--- config.mk ---
export PLATFORM = sky130hd
export DESIGN_NAME = mise_top
export DESIGN_NICKNAME = d
export VERILOG_FILES = /design/src/mise_pkg.sv /design/src/mise_sign_edge.sv /design/src/mise_top.sv
export SDC_FILE = /design/constraint.sdc
export NUM_CORES = 1
export LEC_CHECK = 0
export BUFFER_PORTS_ARGS = -buffer_cell sky130_fd_sc_hd__buf_2
export CAP_MARGIN = 20
export CORE_MARGIN = 2
export CORE_UTILIZATION = 40
export CTS_CLUSTER_SIZE = 28
export DETAILED_ROUTE_END_ITERATION = 8
export GPL_ROUTABILITY_DRIVEN = 0
export PLACE_DENSITY = 0.69
export SYNTH_ARGS = -nofsm -noshare
export SYNTH_HDL_FRONTEND = slang
export SYNTH_SLANG_ARGS = --single-unit
--- constraint.sdc ---
create_clock -name ref_clk_i -period 2.55 [get_ports ref_clk_i]
set_input_delay 0.51 -clock ref_clk_i [delete_from_list [all_inputs] [get_ports ref_clk_i]]
set_output_delay 0.51 -clock ref_clk_i [all_outputs]
set_load 0.1 [all_outputs]
--- src/mise_pkg.sv ---
// register map, field layout and event carriers of the metering interrupt status/enable block
package mise_pkg;
  localparam logic [7:0] MISE_ADDR_CAL = 8'h3D;
  localparam logic [7:0] MISE_ADDR_EN_LOW = 8'hD9;
  localparam logic [7:0] MISE_ADDR_EN_MID = 8'hDA;
  localparam logic [7:0] MISE_ADDR_EN_HIGH = 8'hDB;
  localparam logic [7:0] MISE_ADDR_ST_LOW = 8'hDC;
  localparam logic [7:0] MISE_ADDR_ST_MID = 8'hDD;
  localparam logic [7:0] MISE_ADDR_ST_HIGH = 8'hDE;
  localparam logic [7:0] MISE_RST_BYTE = 8'h00;
  localparam logic [7:0] MISE_CAL_MASK = 8'h3C;
  localparam logic [7:0] MISE_EN_LOW_MASK = 8'h3F;
  localparam logic [7:0] MISE_ST_LOW_MASK = 8'h3F;
  localparam logic [7:0] MISE_ST_HIGH_MASK = 8'hBF;
  localparam int MISE_CAL_SEL_LSB = 4;
  localparam int MISE_CAL_IGND_BIT = 2;
  localparam int MISE_CAL_VGND_BIT = 3;
  localparam int MISE_SUMMARY_BIT = 7;
  localparam int MISE_RESET_DONE_BIT = 7;
  localparam int MISE_PULSE_TWO_BIT = 7;
  localparam logic [1:0] MISE_SEL_FORCE_A = 2'h1;
  localparam logic [1:0] MISE_SEL_FORCE_B = 2'h2;

  // one-cycle event pulses from the metering datapath
  typedef struct packed {
    logic apparent_noload;
    logic rms_noload_entry;
    logic reactive_noload;
    logic active_noload;
    logic pulse_out_two;
    logic pulse_out_one;
    logic [2:0] overflow;
    logic [2:0] halffull;
    logic soft_reset_done;
    logic waveform_ready;
    logic current_peak;
    logic voltage_peak;
    logic cycle_done;
    logic crossing_timeout;
    logic crossing;
  } mise_evt_t;

  // levels whose transitions raise the sign/fault flags
  typedef struct packed {
    logic fault_mode;
    logic reactive_neg;
    logic active_neg;
  } mise_sign_t;
endpackage

--- src/mise_sign_edge.sv ---
// transition detector with selectable direction for the sign and fault flags
module mise_sign_edge
  import mise_pkg::*;
(
  // clock and reset
  input wire logic ref_clk_i,
  input wire logic rstn_i,
  // level and chosen direction
  input wire logic level_i,
  input wire logic dir_i,
  // detected change
  output logic change_o
);
  logic prev_reg;
  logic primed_reg;

  // the first cycle after reset only samples: an unknown history must not look like a change
  always_ff @(posedge ref_clk_i or negedge rstn_i) begin
    if (!rstn_i) begin
      prev_reg <= 1'b0;
      primed_reg <= 1'b0;
    end else begin
      prev_reg <= level_i;
      primed_reg <= 1'b1;
    end
  end

  always_ff @(posedge ref_clk_i or negedge rstn_i) begin
    if (!rstn_i) begin
      change_o <= 1'b0;
    end else begin
      change_o <= primed_reg && (dir_i ? (prev_reg && !level_i) : (!prev_reg && level_i)); // RQ22
    end
  end

  property p_dir_rise;
    @(posedge ref_clk_i) disable iff (!rstn_i)
      (primed_reg && !dir_i && !prev_reg && level_i) |=> change_o;
  endproperty
  a_dir_rise: assert property (p_dir_rise) else $error("rising change not reported"); // RQ22

  property p_dir_fall;
    @(posedge ref_clk_i) disable iff (!rstn_i)
      (primed_reg && dir_i && !level_i && !prev_reg) |=> !change_o;
  endproperty
  a_dir_fall: assert property (p_dir_fall) else $error("change reported without transition"); // RQ22
endmodule

--- src/mise_top.sv ---
// metering interrupt status/enable registers and calibration mode register on the core's sfr bus
// Summary of operation
// [RQ1] select bits 5:4 choose current input: 01 A, 10 B, else tamper choice
// [RQ2] calibration bit 2 grounds the current channel input
// [RQ3] calibration bit 3 grounds the voltage channel input
// [RQ4] software keeps calibration bits 7:6 and 1:0 at zero
// [RQ5] summary bit 7 of low status set when any enabled flag is set
// [RQ6] summary bit clears itself once all enabled flags are cleared
// [RQ7] low status bit 5 set on fault mode change in configured direction
// [RQ8] low status bit 4 set on reactive sign change in configured direction
// [RQ9] low status bit 3 set on active sign change in configured direction
// [RQ10] low status bit 2 set on apparent no-load or rms no-load entry
// [RQ11] low status bits 1 and 0 set on reactive and active no-load
// [RQ12] mid status bits 7 and 6 set on each pulse, pin enabled or not
// [RQ13] mid status bits 5:3 set on apparent, reactive, active accumulator overflow
// [RQ14] mid status bits 2:0 set on apparent, reactive, active half-full
// [RQ15] high status bit 7 set when a hardware or software reset completes
// [RQ16] high status bit 5 set when new waveform sample is stored
// [RQ17] high status bit 4 on current peak, bit 3 on voltage peak
// [RQ18] high status bit 2 set at end of accumulation over half cycles
// [RQ19] high status bit 1 set on zero-crossing timeout
// [RQ20] high status bit 0 set on each voltage zero crossing
// [RQ21] low enable bits 5:0 let matching low flags raise the interrupt
// [RQ22] direction bits: fault 0 entering fault; sign 0 positive-to-negative
// [RQ23] mid and high enable registers gate mid and high flags bit for bit
// [RQ24] flags stay set until software clears them, each independently
module mise_top
  import mise_pkg::*;
(
  // clock and reset
  input wire logic ref_clk_i,
  input wire logic rstn_i,
  // sfr bus of the core
  input wire logic [7:0] sfr_addr_i,
  input wire logic sfr_wr_i,
  input wire logic [7:0] sfr_wdata_i,
  input wire logic sfr_rd_i,
  output logic [7:0] sfr_rdata_o,
  // metering events and levels
  input wire mise_evt_t evt_i,
  input wire mise_sign_t sign_i,
  input wire mise_sign_t sign_dir_i,
  input wire logic tamper_sel_b_i,
  // analog front-end control
  output logic meas_use_b_o,
  output logic current_input_ground_o,
  output logic voltage_input_ground_o,
  // interrupt to the core
  output logic metering_irq_o
);
  logic [7:0] calibration_mode_reg;
  logic [7:0] irq_enable_low_reg;
  logic [7:0] irq_enable_mid_reg;
  logic [7:0] irq_enable_high_reg;
  logic [7:0] irq_status_low_reg;
  logic [7:0] irq_status_mid_reg;
  logic [7:0] irq_status_high_reg;
  logic rst_seen_reg;
  logic fault_chg;
  logic react_chg;
  logic act_chg;
  logic [7:0] set_low;
  logic [7:0] set_mid;
  logic [7:0] set_high;
  logic pending_next;

  // write-zero-to-clear keeps bit writes from the core safe for other flags; set beats clear
  function automatic logic [7:0] flag_next(input logic [7:0] cur, input logic [7:0] set,
                                           input logic hit, input logic [7:0] wdata,
                                           input logic [7:0] mask);
    logic [7:0] clr;
    clr = hit ? ~wdata : 8'h00;
    flag_next = ((cur & ~clr) | set) & mask;
  endfunction

  function automatic logic wr_hit(input logic [7:0] addr, input logic wr, input logic [7:0] target);
    wr_hit = wr && (addr == target);
  endfunction

  mise_sign_edge u_fault_edge (
    .ref_clk_i(ref_clk_i),
    .rstn_i(rstn_i),
    .level_i(sign_i.fault_mode),
    .dir_i(sign_dir_i.fault_mode),
    .change_o(fault_chg)
  );

  mise_sign_edge u_react_edge (
    .ref_clk_i(ref_clk_i),
    .rstn_i(rstn_i),
    .level_i(sign_i.reactive_neg),
    .dir_i(sign_dir_i.reactive_neg),
    .change_o(react_chg)
  );

  mise_sign_edge u_act_edge (
    .ref_clk_i(ref_clk_i),
    .rstn_i(rstn_i),
    .level_i(sign_i.active_neg),
    .dir_i(sign_dir_i.active_neg),
    .change_o(act_chg)
  );

  always_comb begin
    set_low = {2'h0, fault_chg, react_chg, act_chg, // RQ7 RQ8 RQ9
               evt_i.apparent_noload | evt_i.rms_noload_entry, // RQ10
               evt_i.reactive_noload, evt_i.active_noload}; // RQ11
    set_mid = {evt_i.pulse_out_two, evt_i.pulse_out_one, // RQ12
               evt_i.overflow, // RQ13
               evt_i.halffull}; // RQ14
    set_high = {(!rst_seen_reg) | evt_i.soft_reset_done, 1'b0, // RQ15
                evt_i.waveform_ready, // RQ16
                evt_i.current_peak, evt_i.voltage_peak, // RQ17
                evt_i.cycle_done, // RQ18
                evt_i.crossing_timeout, // RQ19
                evt_i.crossing}; // RQ20
  end

  // marks the first clock after reset release so the reset-done flag is set once
  always_ff @(posedge ref_clk_i or negedge rstn_i) begin
    if (!rstn_i) begin
      rst_seen_reg <= 1'b0;
    end else begin
      rst_seen_reg <= 1'b1;
    end
  end

  // calibration mode; reserved bits are not stored, so they read back as zero
  always_ff @(posedge ref_clk_i or negedge rstn_i) begin
    if (!rstn_i) begin
      calibration_mode_reg <= MISE_RST_BYTE;
    end else if (wr_hit(sfr_addr_i, sfr_wr_i, MISE_ADDR_CAL)) begin
      calibration_mode_reg <= sfr_wdata_i & MISE_CAL_MASK; // RQ4
    end
  end

  always_ff @(posedge ref_clk_i or negedge rstn_i) begin
    if (!rstn_i) begin
      irq_enable_low_reg <= MISE_RST_BYTE;
      irq_enable_mid_reg <= MISE_RST_BYTE;
      irq_enable_high_reg <= MISE_RST_BYTE;
    end else begin
      if (wr_hit(sfr_addr_i, sfr_wr_i, MISE_ADDR_EN_LOW)) begin
        irq_enable_low_reg <= sfr_wdata_i & MISE_EN_LOW_MASK;
      end
      if (wr_hit(sfr_addr_i, sfr_wr_i, MISE_ADDR_EN_MID)) begin
        irq_enable_mid_reg <= sfr_wdata_i;
      end
      if (wr_hit(sfr_addr_i, sfr_wr_i, MISE_ADDR_EN_HIGH)) begin
        irq_enable_high_reg <= sfr_wdata_i & MISE_ST_HIGH_MASK;
      end
    end
  end

  // sticky flags, each cleared only by its own zero bit in a write
  always_ff @(posedge ref_clk_i or negedge rstn_i) begin
    if (!rstn_i) begin
      irq_status_low_reg <= MISE_RST_BYTE;
      irq_status_mid_reg <= MISE_RST_BYTE;
      irq_status_high_reg <= MISE_RST_BYTE;
    end else begin
      irq_status_low_reg <= flag_next(irq_status_low_reg, set_low, // RQ24
        wr_hit(sfr_addr_i, sfr_wr_i, MISE_ADDR_ST_LOW), sfr_wdata_i, MISE_ST_LOW_MASK);
      irq_status_mid_reg <= flag_next(irq_status_mid_reg, set_mid, // RQ24
        wr_hit(sfr_addr_i, sfr_wr_i, MISE_ADDR_ST_MID), sfr_wdata_i, 8'hFF);
      irq_status_high_reg <= flag_next(irq_status_high_reg, set_high, // RQ24
        wr_hit(sfr_addr_i, sfr_wr_i, MISE_ADDR_ST_HIGH), sfr_wdata_i, MISE_ST_HIGH_MASK);
    end
  end

  assign pending_next = |(irq_status_low_reg & irq_enable_low_reg) // RQ21
                      | |(irq_status_mid_reg & irq_enable_mid_reg) // RQ23
                      | |(irq_status_high_reg & irq_enable_high_reg); // RQ23

  // summary follows the gated flags one cycle late, setting and clearing by itself
  always_ff @(posedge ref_clk_i or negedge rstn_i) begin
    if (!rstn_i) begin
      metering_irq_o <= 1'b0;
    end else begin
      metering_irq_o <= pending_next; // RQ5 RQ6
    end
  end

  // front-end routing follows the stored calibration bits one cycle later
  always_ff @(posedge ref_clk_i or negedge rstn_i) begin
    if (!rstn_i) begin
      meas_use_b_o <= 1'b0;
      current_input_ground_o <= 1'b0;
      voltage_input_ground_o <= 1'b0;
    end else begin
      unique case (calibration_mode_reg[MISE_CAL_SEL_LSB +: 2])
        MISE_SEL_FORCE_A: meas_use_b_o <= 1'b0; // RQ1
        MISE_SEL_FORCE_B: meas_use_b_o <= 1'b1; // RQ1
        default: meas_use_b_o <= tamper_sel_b_i; // RQ1
      endcase
      current_input_ground_o <= calibration_mode_reg[MISE_CAL_IGND_BIT]; // RQ2
      voltage_input_ground_o <= calibration_mode_reg[MISE_CAL_VGND_BIT]; // RQ3
    end
  end

  // read data registered; unmapped addresses answer zero
  always_ff @(posedge ref_clk_i or negedge rstn_i) begin
    if (!rstn_i) begin
      sfr_rdata_o <= MISE_RST_BYTE;
    end else if (sfr_rd_i) begin
      unique case (sfr_addr_i)
        MISE_ADDR_CAL: sfr_rdata_o <= calibration_mode_reg;
        MISE_ADDR_EN_LOW: sfr_rdata_o <= irq_enable_low_reg;
        MISE_ADDR_EN_MID: sfr_rdata_o <= irq_enable_mid_reg;
        MISE_ADDR_EN_HIGH: sfr_rdata_o <= irq_enable_high_reg;
        MISE_ADDR_ST_LOW: sfr_rdata_o <= {metering_irq_o, irq_status_low_reg[6:0]}; // RQ5
        MISE_ADDR_ST_MID: sfr_rdata_o <= irq_status_mid_reg;
        MISE_ADDR_ST_HIGH: sfr_rdata_o <= irq_status_high_reg;
        default: sfr_rdata_o <= MISE_RST_BYTE;
      endcase
    end
  end

  property p_sel_force_a;
    @(posedge ref_clk_i) disable iff (!rstn_i)
      (calibration_mode_reg[MISE_CAL_SEL_LSB +: 2] == MISE_SEL_FORCE_A) |=> !meas_use_b_o;
  endproperty
  a_sel_force_a: assert property (p_sel_force_a) else $error("forced input A not routed"); // RQ1

  property p_cur_ground;
    @(posedge ref_clk_i) disable iff (!rstn_i)
      (sfr_wr_i && sfr_addr_i == MISE_ADDR_CAL) |=> ##1
        (current_input_ground_o == $past(sfr_wdata_i[MISE_CAL_IGND_BIT], 2));
  endproperty
  a_cur_ground: assert property (p_cur_ground) else $error("current ground does not follow write"); // RQ2

  property p_volt_ground;
    @(posedge ref_clk_i) disable iff (!rstn_i)
      (sfr_wr_i && sfr_addr_i == MISE_ADDR_CAL) |=> ##1
        (voltage_input_ground_o == $past(sfr_wdata_i[MISE_CAL_VGND_BIT], 2));
  endproperty
  a_volt_ground: assert property (p_volt_ground) else $error("voltage ground does not follow write"); // RQ3

  property p_irq_set;
    @(posedge ref_clk_i) disable iff (!rstn_i)
      (|(irq_status_mid_reg & irq_enable_mid_reg)) |=> metering_irq_o;
  endproperty
  a_irq_set: assert property (p_irq_set) else $error("enabled flag did not raise interrupt"); // RQ5

  property p_irq_clear;
    @(posedge ref_clk_i) disable iff (!rstn_i)
      !(|(irq_status_low_reg & irq_enable_low_reg) || |(irq_status_mid_reg & irq_enable_mid_reg)
        || |(irq_status_high_reg & irq_enable_high_reg)) |=> !metering_irq_o;
  endproperty
  a_irq_clear: assert property (p_irq_clear) else $error("interrupt stayed without enabled flag"); // RQ6

  property p_fault_flag;
    @(posedge ref_clk_i) disable iff (!rstn_i)
      fault_chg |=> irq_status_low_reg[5];
  endproperty
  a_fault_flag: assert property (p_fault_flag) else $error("fault change flag not set"); // RQ7

  property p_pulse_flag;
    @(posedge ref_clk_i) disable iff (!rstn_i)
      evt_i.pulse_out_two |=> irq_status_mid_reg[MISE_PULSE_TWO_BIT];
  endproperty
  a_pulse_flag: assert property (p_pulse_flag) else $error("pulse flag not set"); // RQ12

  property p_reset_done;
    @(posedge ref_clk_i) disable iff (!rstn_i)
      !rst_seen_reg |=> irq_status_high_reg[MISE_RESET_DONE_BIT];
  endproperty
  a_reset_done: assert property (p_reset_done) else $error("reset-done flag not set"); // RQ15

  property p_sticky;
    @(posedge ref_clk_i) disable iff (!rstn_i)
      (irq_status_high_reg[0] && !(sfr_wr_i && sfr_addr_i == MISE_ADDR_ST_HIGH)) |=> irq_status_high_reg[0];
  endproperty
  a_sticky: assert property (p_sticky) else $error("flag lost without clearing write"); // RQ24

  property p_sel_force_b;
    @(posedge ref_clk_i) disable iff (!rstn_i)
      (calibration_mode_reg[MISE_CAL_SEL_LSB +: 2] == MISE_SEL_FORCE_B) |=> meas_use_b_o;
  endproperty
  a_sel_force_b: assert property (p_sel_force_b) else $error("forced input B not routed"); // RQ1

  // both free codes hand the choice to the tamper logic
  property p_sel_auto;
    @(posedge ref_clk_i) disable iff (!rstn_i)
      (calibration_mode_reg[MISE_CAL_SEL_LSB +: 2] != MISE_SEL_FORCE_A
       && calibration_mode_reg[MISE_CAL_SEL_LSB +: 2] != MISE_SEL_FORCE_B) |=> (meas_use_b_o == $past(tamper_sel_b_i));
  endproperty
  a_sel_auto: assert property (p_sel_auto) else $error("automatic input choice not followed"); // RQ1

  property p_summary_read;
    @(posedge ref_clk_i) disable iff (!rstn_i)
      (sfr_rd_i && sfr_addr_i == MISE_ADDR_ST_LOW) |=> (sfr_rdata_o[MISE_SUMMARY_BIT] == $past(metering_irq_o));
  endproperty
  a_summary_read: assert property (p_summary_read) else $error("summary bit does not read back"); // RQ5

  // an event always lands, even against a clearing write in the same cycle
  property p_crossing_flag;
    @(posedge ref_clk_i) disable iff (!rstn_i)
      evt_i.crossing |=> irq_status_high_reg[0];
  endproperty
  a_crossing_flag: assert property (p_crossing_flag) else $error("crossing flag not set"); // RQ20 RQ24

  c_irq_raise: cover property (@(posedge ref_clk_i) disable iff (!rstn_i) $rose(metering_irq_o));
  c_irq_drop: cover property (@(posedge ref_clk_i) disable iff (!rstn_i) $fell(metering_irq_o));
  c_force_b: cover property (@(posedge ref_clk_i) disable iff (!rstn_i) $rose(meas_use_b_o));
  c_act_chg: cover property (@(posedge ref_clk_i) disable iff (!rstn_i) act_chg);
  c_summary_read: cover property (@(posedge ref_clk_i) disable iff (!rstn_i)
    sfr_rd_i && sfr_addr_i == MISE_ADDR_ST_LOW && metering_irq_o);
endmodule

## After elaboration in Yosys (flattened, before gate mapping)

Index checks and enable logic that the tools add are counted.

| word-level totals | value |
|---|---|
| bits in registers | 65 |
| output and inout bits | 12 |
| input port bits | 46 |

| operators by class | value |
|---|---|
| eq/ne operators | 9 |
| multiplexer cells | 8 |
| bitwise gates (word level) | 17 |
| reductions and logical operators | 26 |

Operators with widths:

| operator | count |
|---|---|
| one-hot mux 8 bit (7 select lines) | 1 |
| == test 8 bit, second input constant | 6 |
| bitwise AND 8 bit | 4 |
| NOT 8 bit | 3 |
| OR reduction 8 bit | 3 |
| logical AND 1 bit | 16 |
| two-way mux 8 bit | 2 |
| OR 8 bit | 2 |
| bitwise AND 6 bit | 2 |
| == test 8 x 6 -> 1 bit, second input constant | 1 |
| logical NOT 1 bit | 7 |
| two-way mux 6 bit | 1 |
| NOT 6 bit | 1 |
| OR 6 bit | 1 |
| OR 1 bit | 4 |
| two-way mux 1 bit | 3 |
| == test 2 x 1 -> 1 bit, second input constant | 1 |
| == test 2 bit, second input constant | 1 |
| one-hot mux 1 bit (2 select lines) | 1 |

## Logic depth before layout (Yosys ltp)

| logic depth | value |
|---|---|
| word-level depth | 6 |
| gate-level depth with buffers | 6 |
| mapped depth without buffers | 4 |

## Cells and area by module

From an unflattened synthesis, not the netlist that was laid out.

| second synthesis, totals | value |
|---|---|
| cells, all modules | 274 |
| area, all modules | 3166.8 µm² |

By module, submodules not included:

| module | instances | area each (µm²) | cells an instance | seq. area each (µm²) |
|---|---|---|---|---|
| mise_top | 1 | 2859.0 | 253 | 1476.4 |
| mise_sign_edge | 3 | 102.6 | 7 | 75.1 |

## Worst setup path after synthesis

Ideal clock, no wire load.

| timing | value |
|---|---|
| path type | input port to flip-flop |
| start point | in sfr_addr_i[7] |
| end point | reg calibration_mode_reg[2] |
| arrival | 1.680 ns |
| path slack | 0.745 ns |
| path buffers | 0 |
| library setup time | 0.125 ns |
| cell stages on the path | 4 |
| cell sequence | or4b_4 nor3_4 nand2_4 mux2_4 |

| between the ends | value |
|---|---|
| cells in the longest elaborated chain, start to end | 2 |

RTL lines:

| element | RTL line | RTL |
|---|---|---|
| start, declared | mise_top.sv:34 | `input wire logic [7:0] sfr_addr_i,` |
| == test 8 x 6 -> 1 bit | mise_top.sv:77 | `wr_hit = wr && (addr == target);` |
| logical AND 1 bit | mise_top.sv:77 |  |
| end signal, assigned | mise_top.sv:133 | `calibration_mode_reg <= sfr_wdata_i & MISE_CAL_MASK;` |
| end, declared | mise_top.sv:51 | `logic [7:0] calibration_mode_reg;` |

Every way passes these cells.
A chain may end at the register's enable or synchronous reset.

## Worst setup path after layout

| timing | value |
|---|---|
| start point | in sfr_addr_i[2] |
| end point | reg irq_status_mid_reg[6] |

| between the ends | value |
|---|---|
| cells in the longest elaborated chain, start to end | 6 |

RTL lines:

| element | RTL line | RTL |
|---|---|---|
| == test 8 bit | mise_top.sv:77 |  |
| logical AND 1 bit | mise_top.sv:77 |  |
| two-way mux 8 bit | mise_top.sv:72 | `clr = hit ? ~wdata : 8'h00;` |
| NOT 8 bit | mise_top.sv:73 | `flag_next = ((cur & ~clr) \| set) & mask;` |
| bitwise AND 8 bit | mise_top.sv:73 |  |
| OR 8 bit | mise_top.sv:73 |  |
| end signal, assigned | mise_top.sv:164 | `irq_status_mid_reg <= flag_next(irq_status_mid_reg, set_mid,` |
| end, declared | mise_top.sv:56 | `logic [7:0] irq_status_mid_reg;` |

Every way passes these cells.

==> results.cfg <==
[yosys]
synth_nets = 318
synthArstFlopShare = 1.00
synth_top_flop_cell = dfrtp_1
avgSynthCellArea_um2 = 11.5
synth.distinct_cells = 44
synth_seq_cells = 65
syn_area_um2 = 3110
synthCells = 271
yosys_warnings = 0
yosysSeqAreaShare = 0.523
synth_enable_flop_cells = 0

[detailed_routing]
drc = 0
vias_per_cell = 5.45
ant_nets = 0
first_pass_iters = 4
dr.first_iter.drc_count = 181
wl_mm = 7.42
vias = 2403
wl_per_cell_um = 16.8

[layout]
regArea_um2 = 1630
final_nets = 382
multiInputGateArea_um2 = 1430
fin_cells = 441
area_delta_synth_final_pct = 18.9
n_antenna_cell = 0
n_fill_cell = 716
drive_above_1_share = 0.327

[floorplan]
die_w_um = 92.2
ios = 58
die_area_um2 = 8500
fp-row-count = 32
chipHeight_um = 92.2
start_util = 0.407
coreArea_um2 = 7650

[clock_network]
cts_tree = built
numCtsBuffers = 9
holdBufCountCts = 0
cts_max_level = 3
cts_root_buf = clkbuf_8
post_cts_buffers = 0
clkTransAtPathRegs_ps = 70
cts_resized = 0
clock-sinks = 65
cts_buffer_depth = 2
clkLatencyLatePin_ps = 340

[power_and_ir_drop]
total_power_mw = 2.27
power_density_nw_per_um2 = 614
leakage_nw = 1.65
peakVddDrop_mv = 0.320

[sta]
slew_violations = 0
hold-worst-slack_ps = 182
setup_tns_ps = 0
rsz0062_at_grt = false
max_slew.worst_pin.slew_ps = 572
fmax_mhz = 525
max-slew-margin-rel = 0.615
postLayoutSetupSlackWorst_ps = 644
skew_ps = 9.14
finalSetupViolations = 0
hold_viol = 0
period_minus_slack_ps = 1910
timing.final.crit_share = 0.747

[worst_setup_path]
end_kind = register
cp-start-kind = input pin
worstPathRequired_ps = 2770
path_max_fanout = 25
worst-setup-path-type = input pin to register
rr_worst_depth = 4
crit_arrival_ps = 2130

[placed_design]
io_buffers = 57
place_ws_ps = 316
place_inst = 426
place_hpwl_mm = 5.44

[outcome]
status = completed

[global_route]
grt_pass1_wl_mm = 12.3
antenna_found_initial = 0
grt_pass1_vias = 2400
grt_max_degree = 36
grt_usage = 0.191
grt_overflow = 0

[flow_run]
drv_cap = 0

[worst_hold_path]
hp-class = input pin to asynchronous set/reset pin
-- synthesized netlist by cell type, drive strengths merged, types with 4 or more instances --
master	number	area [µm²]
buf	6	33.8
mux2i	16	160
nand2	15	63.8
dfrtp	65	1630
a211oi	4	30.0
mux2	26	308
nor3	7	51.3
a221oi	7	61.3
nand2b	22	138
and2	4	25.0
nand3b	10	78.8
nor2	13	51.3
a21oi	4	20.0
inv	4	15.0
o22ai	7	43.8
o21ai	26	130
-- where the power goes --
group | internal (mW) | switching [mW] | leakage, nW | total (mW)
clock network | 0.440 | 0.394 | 0.0909 | 0.834
logic | 0.110 | 0.229 | 0.788 | 0.339
registers | 1.07 | 0.0280 | 0.772 | 1.10
total | 1.62 | 0.651 | 1.65 | 2.27
-- through the flow --
| step | area (µm²) | utilization |
|---|---|---|
| 5_1_grt | 3700 | 0.484 |
| 2_1_floorplan | 3110 | - |
| 3_5_place_dp | 3520 | 0.460 |
| 3_3_place_gp | 3520 | 0.460 |
| 4_1_cts | 3700 | 0.484 |
| 6_report | 3700 | 0.484 |
-- critical path: stages --
cell and delay (ps):
buf_2 370, nand2_1 180, or4_1 700, o21ai_0 270, nand2b_1 90
-- final cells by class --
class | instances | area share
clock inverter | 6 | 0.0162
timing repair buffer | 62 | 0.0872
multi-input combinational | 193 | 0.385
inverter | 4 | 0.00406
clock buffer | 9 | 0.0335
sequential | 65 | 0.439
tap | 102 | 0.0345
-- layer usage --
metal,vias to the layer above,wire length (µm),GRT usage
met5,-,0,0
met4,0,164,0.0721
met3,14,423,0.0509
met2,85,3380,0.284
met1,1170,3450,0.268
li1,1134,-,-
-- cell families (layout without fill, tap and decap cells) --
kind of cell	after synthesis	count (layout)	share of synthesized area
compound gates	59	59	0.119
mux	42	42	0.150
simple gates	90	90	0.183
other cells	1	1	0.00121
flops	65	65	0.523
fa+ha+maj	1	1	0.00402
buf+inv	13	81	0.0193
-- final timing paths --
path	start	endpoint	slack, ps
min in group ref_clk_i	sign_i[2]	u_fault_edge.prev_reg	290
max reg2reg	irq_enable_high_reg[0]	metering_irq_o	1180
max	sfr_addr_i[2]	irq_status_mid_reg[6]	640
min	rstn_i	irq_enable_mid_reg[7]	180
min reg2reg	u_act_edge.change_o	irq_status_low_reg[3]	430
max in group asynchronous	rstn_i	sfr_rdata_o[6]	2020
-- placed cells by master, fill, tap and decap left out, types with 5 or more instances in the layout --
cell type   n
buf_4       5
a221oi_1    7
clkbuf_8    9
mux2i_1    16
buf_2      57
nand2b_1   22
nand3b_1    9
nor3_1      5
o21ai_0    26
o22ai_1     7
nor2_1     12
mux2_2     22
dfrtp_1    65
nand2_1    14
Power figures use the tool's default switching activity.
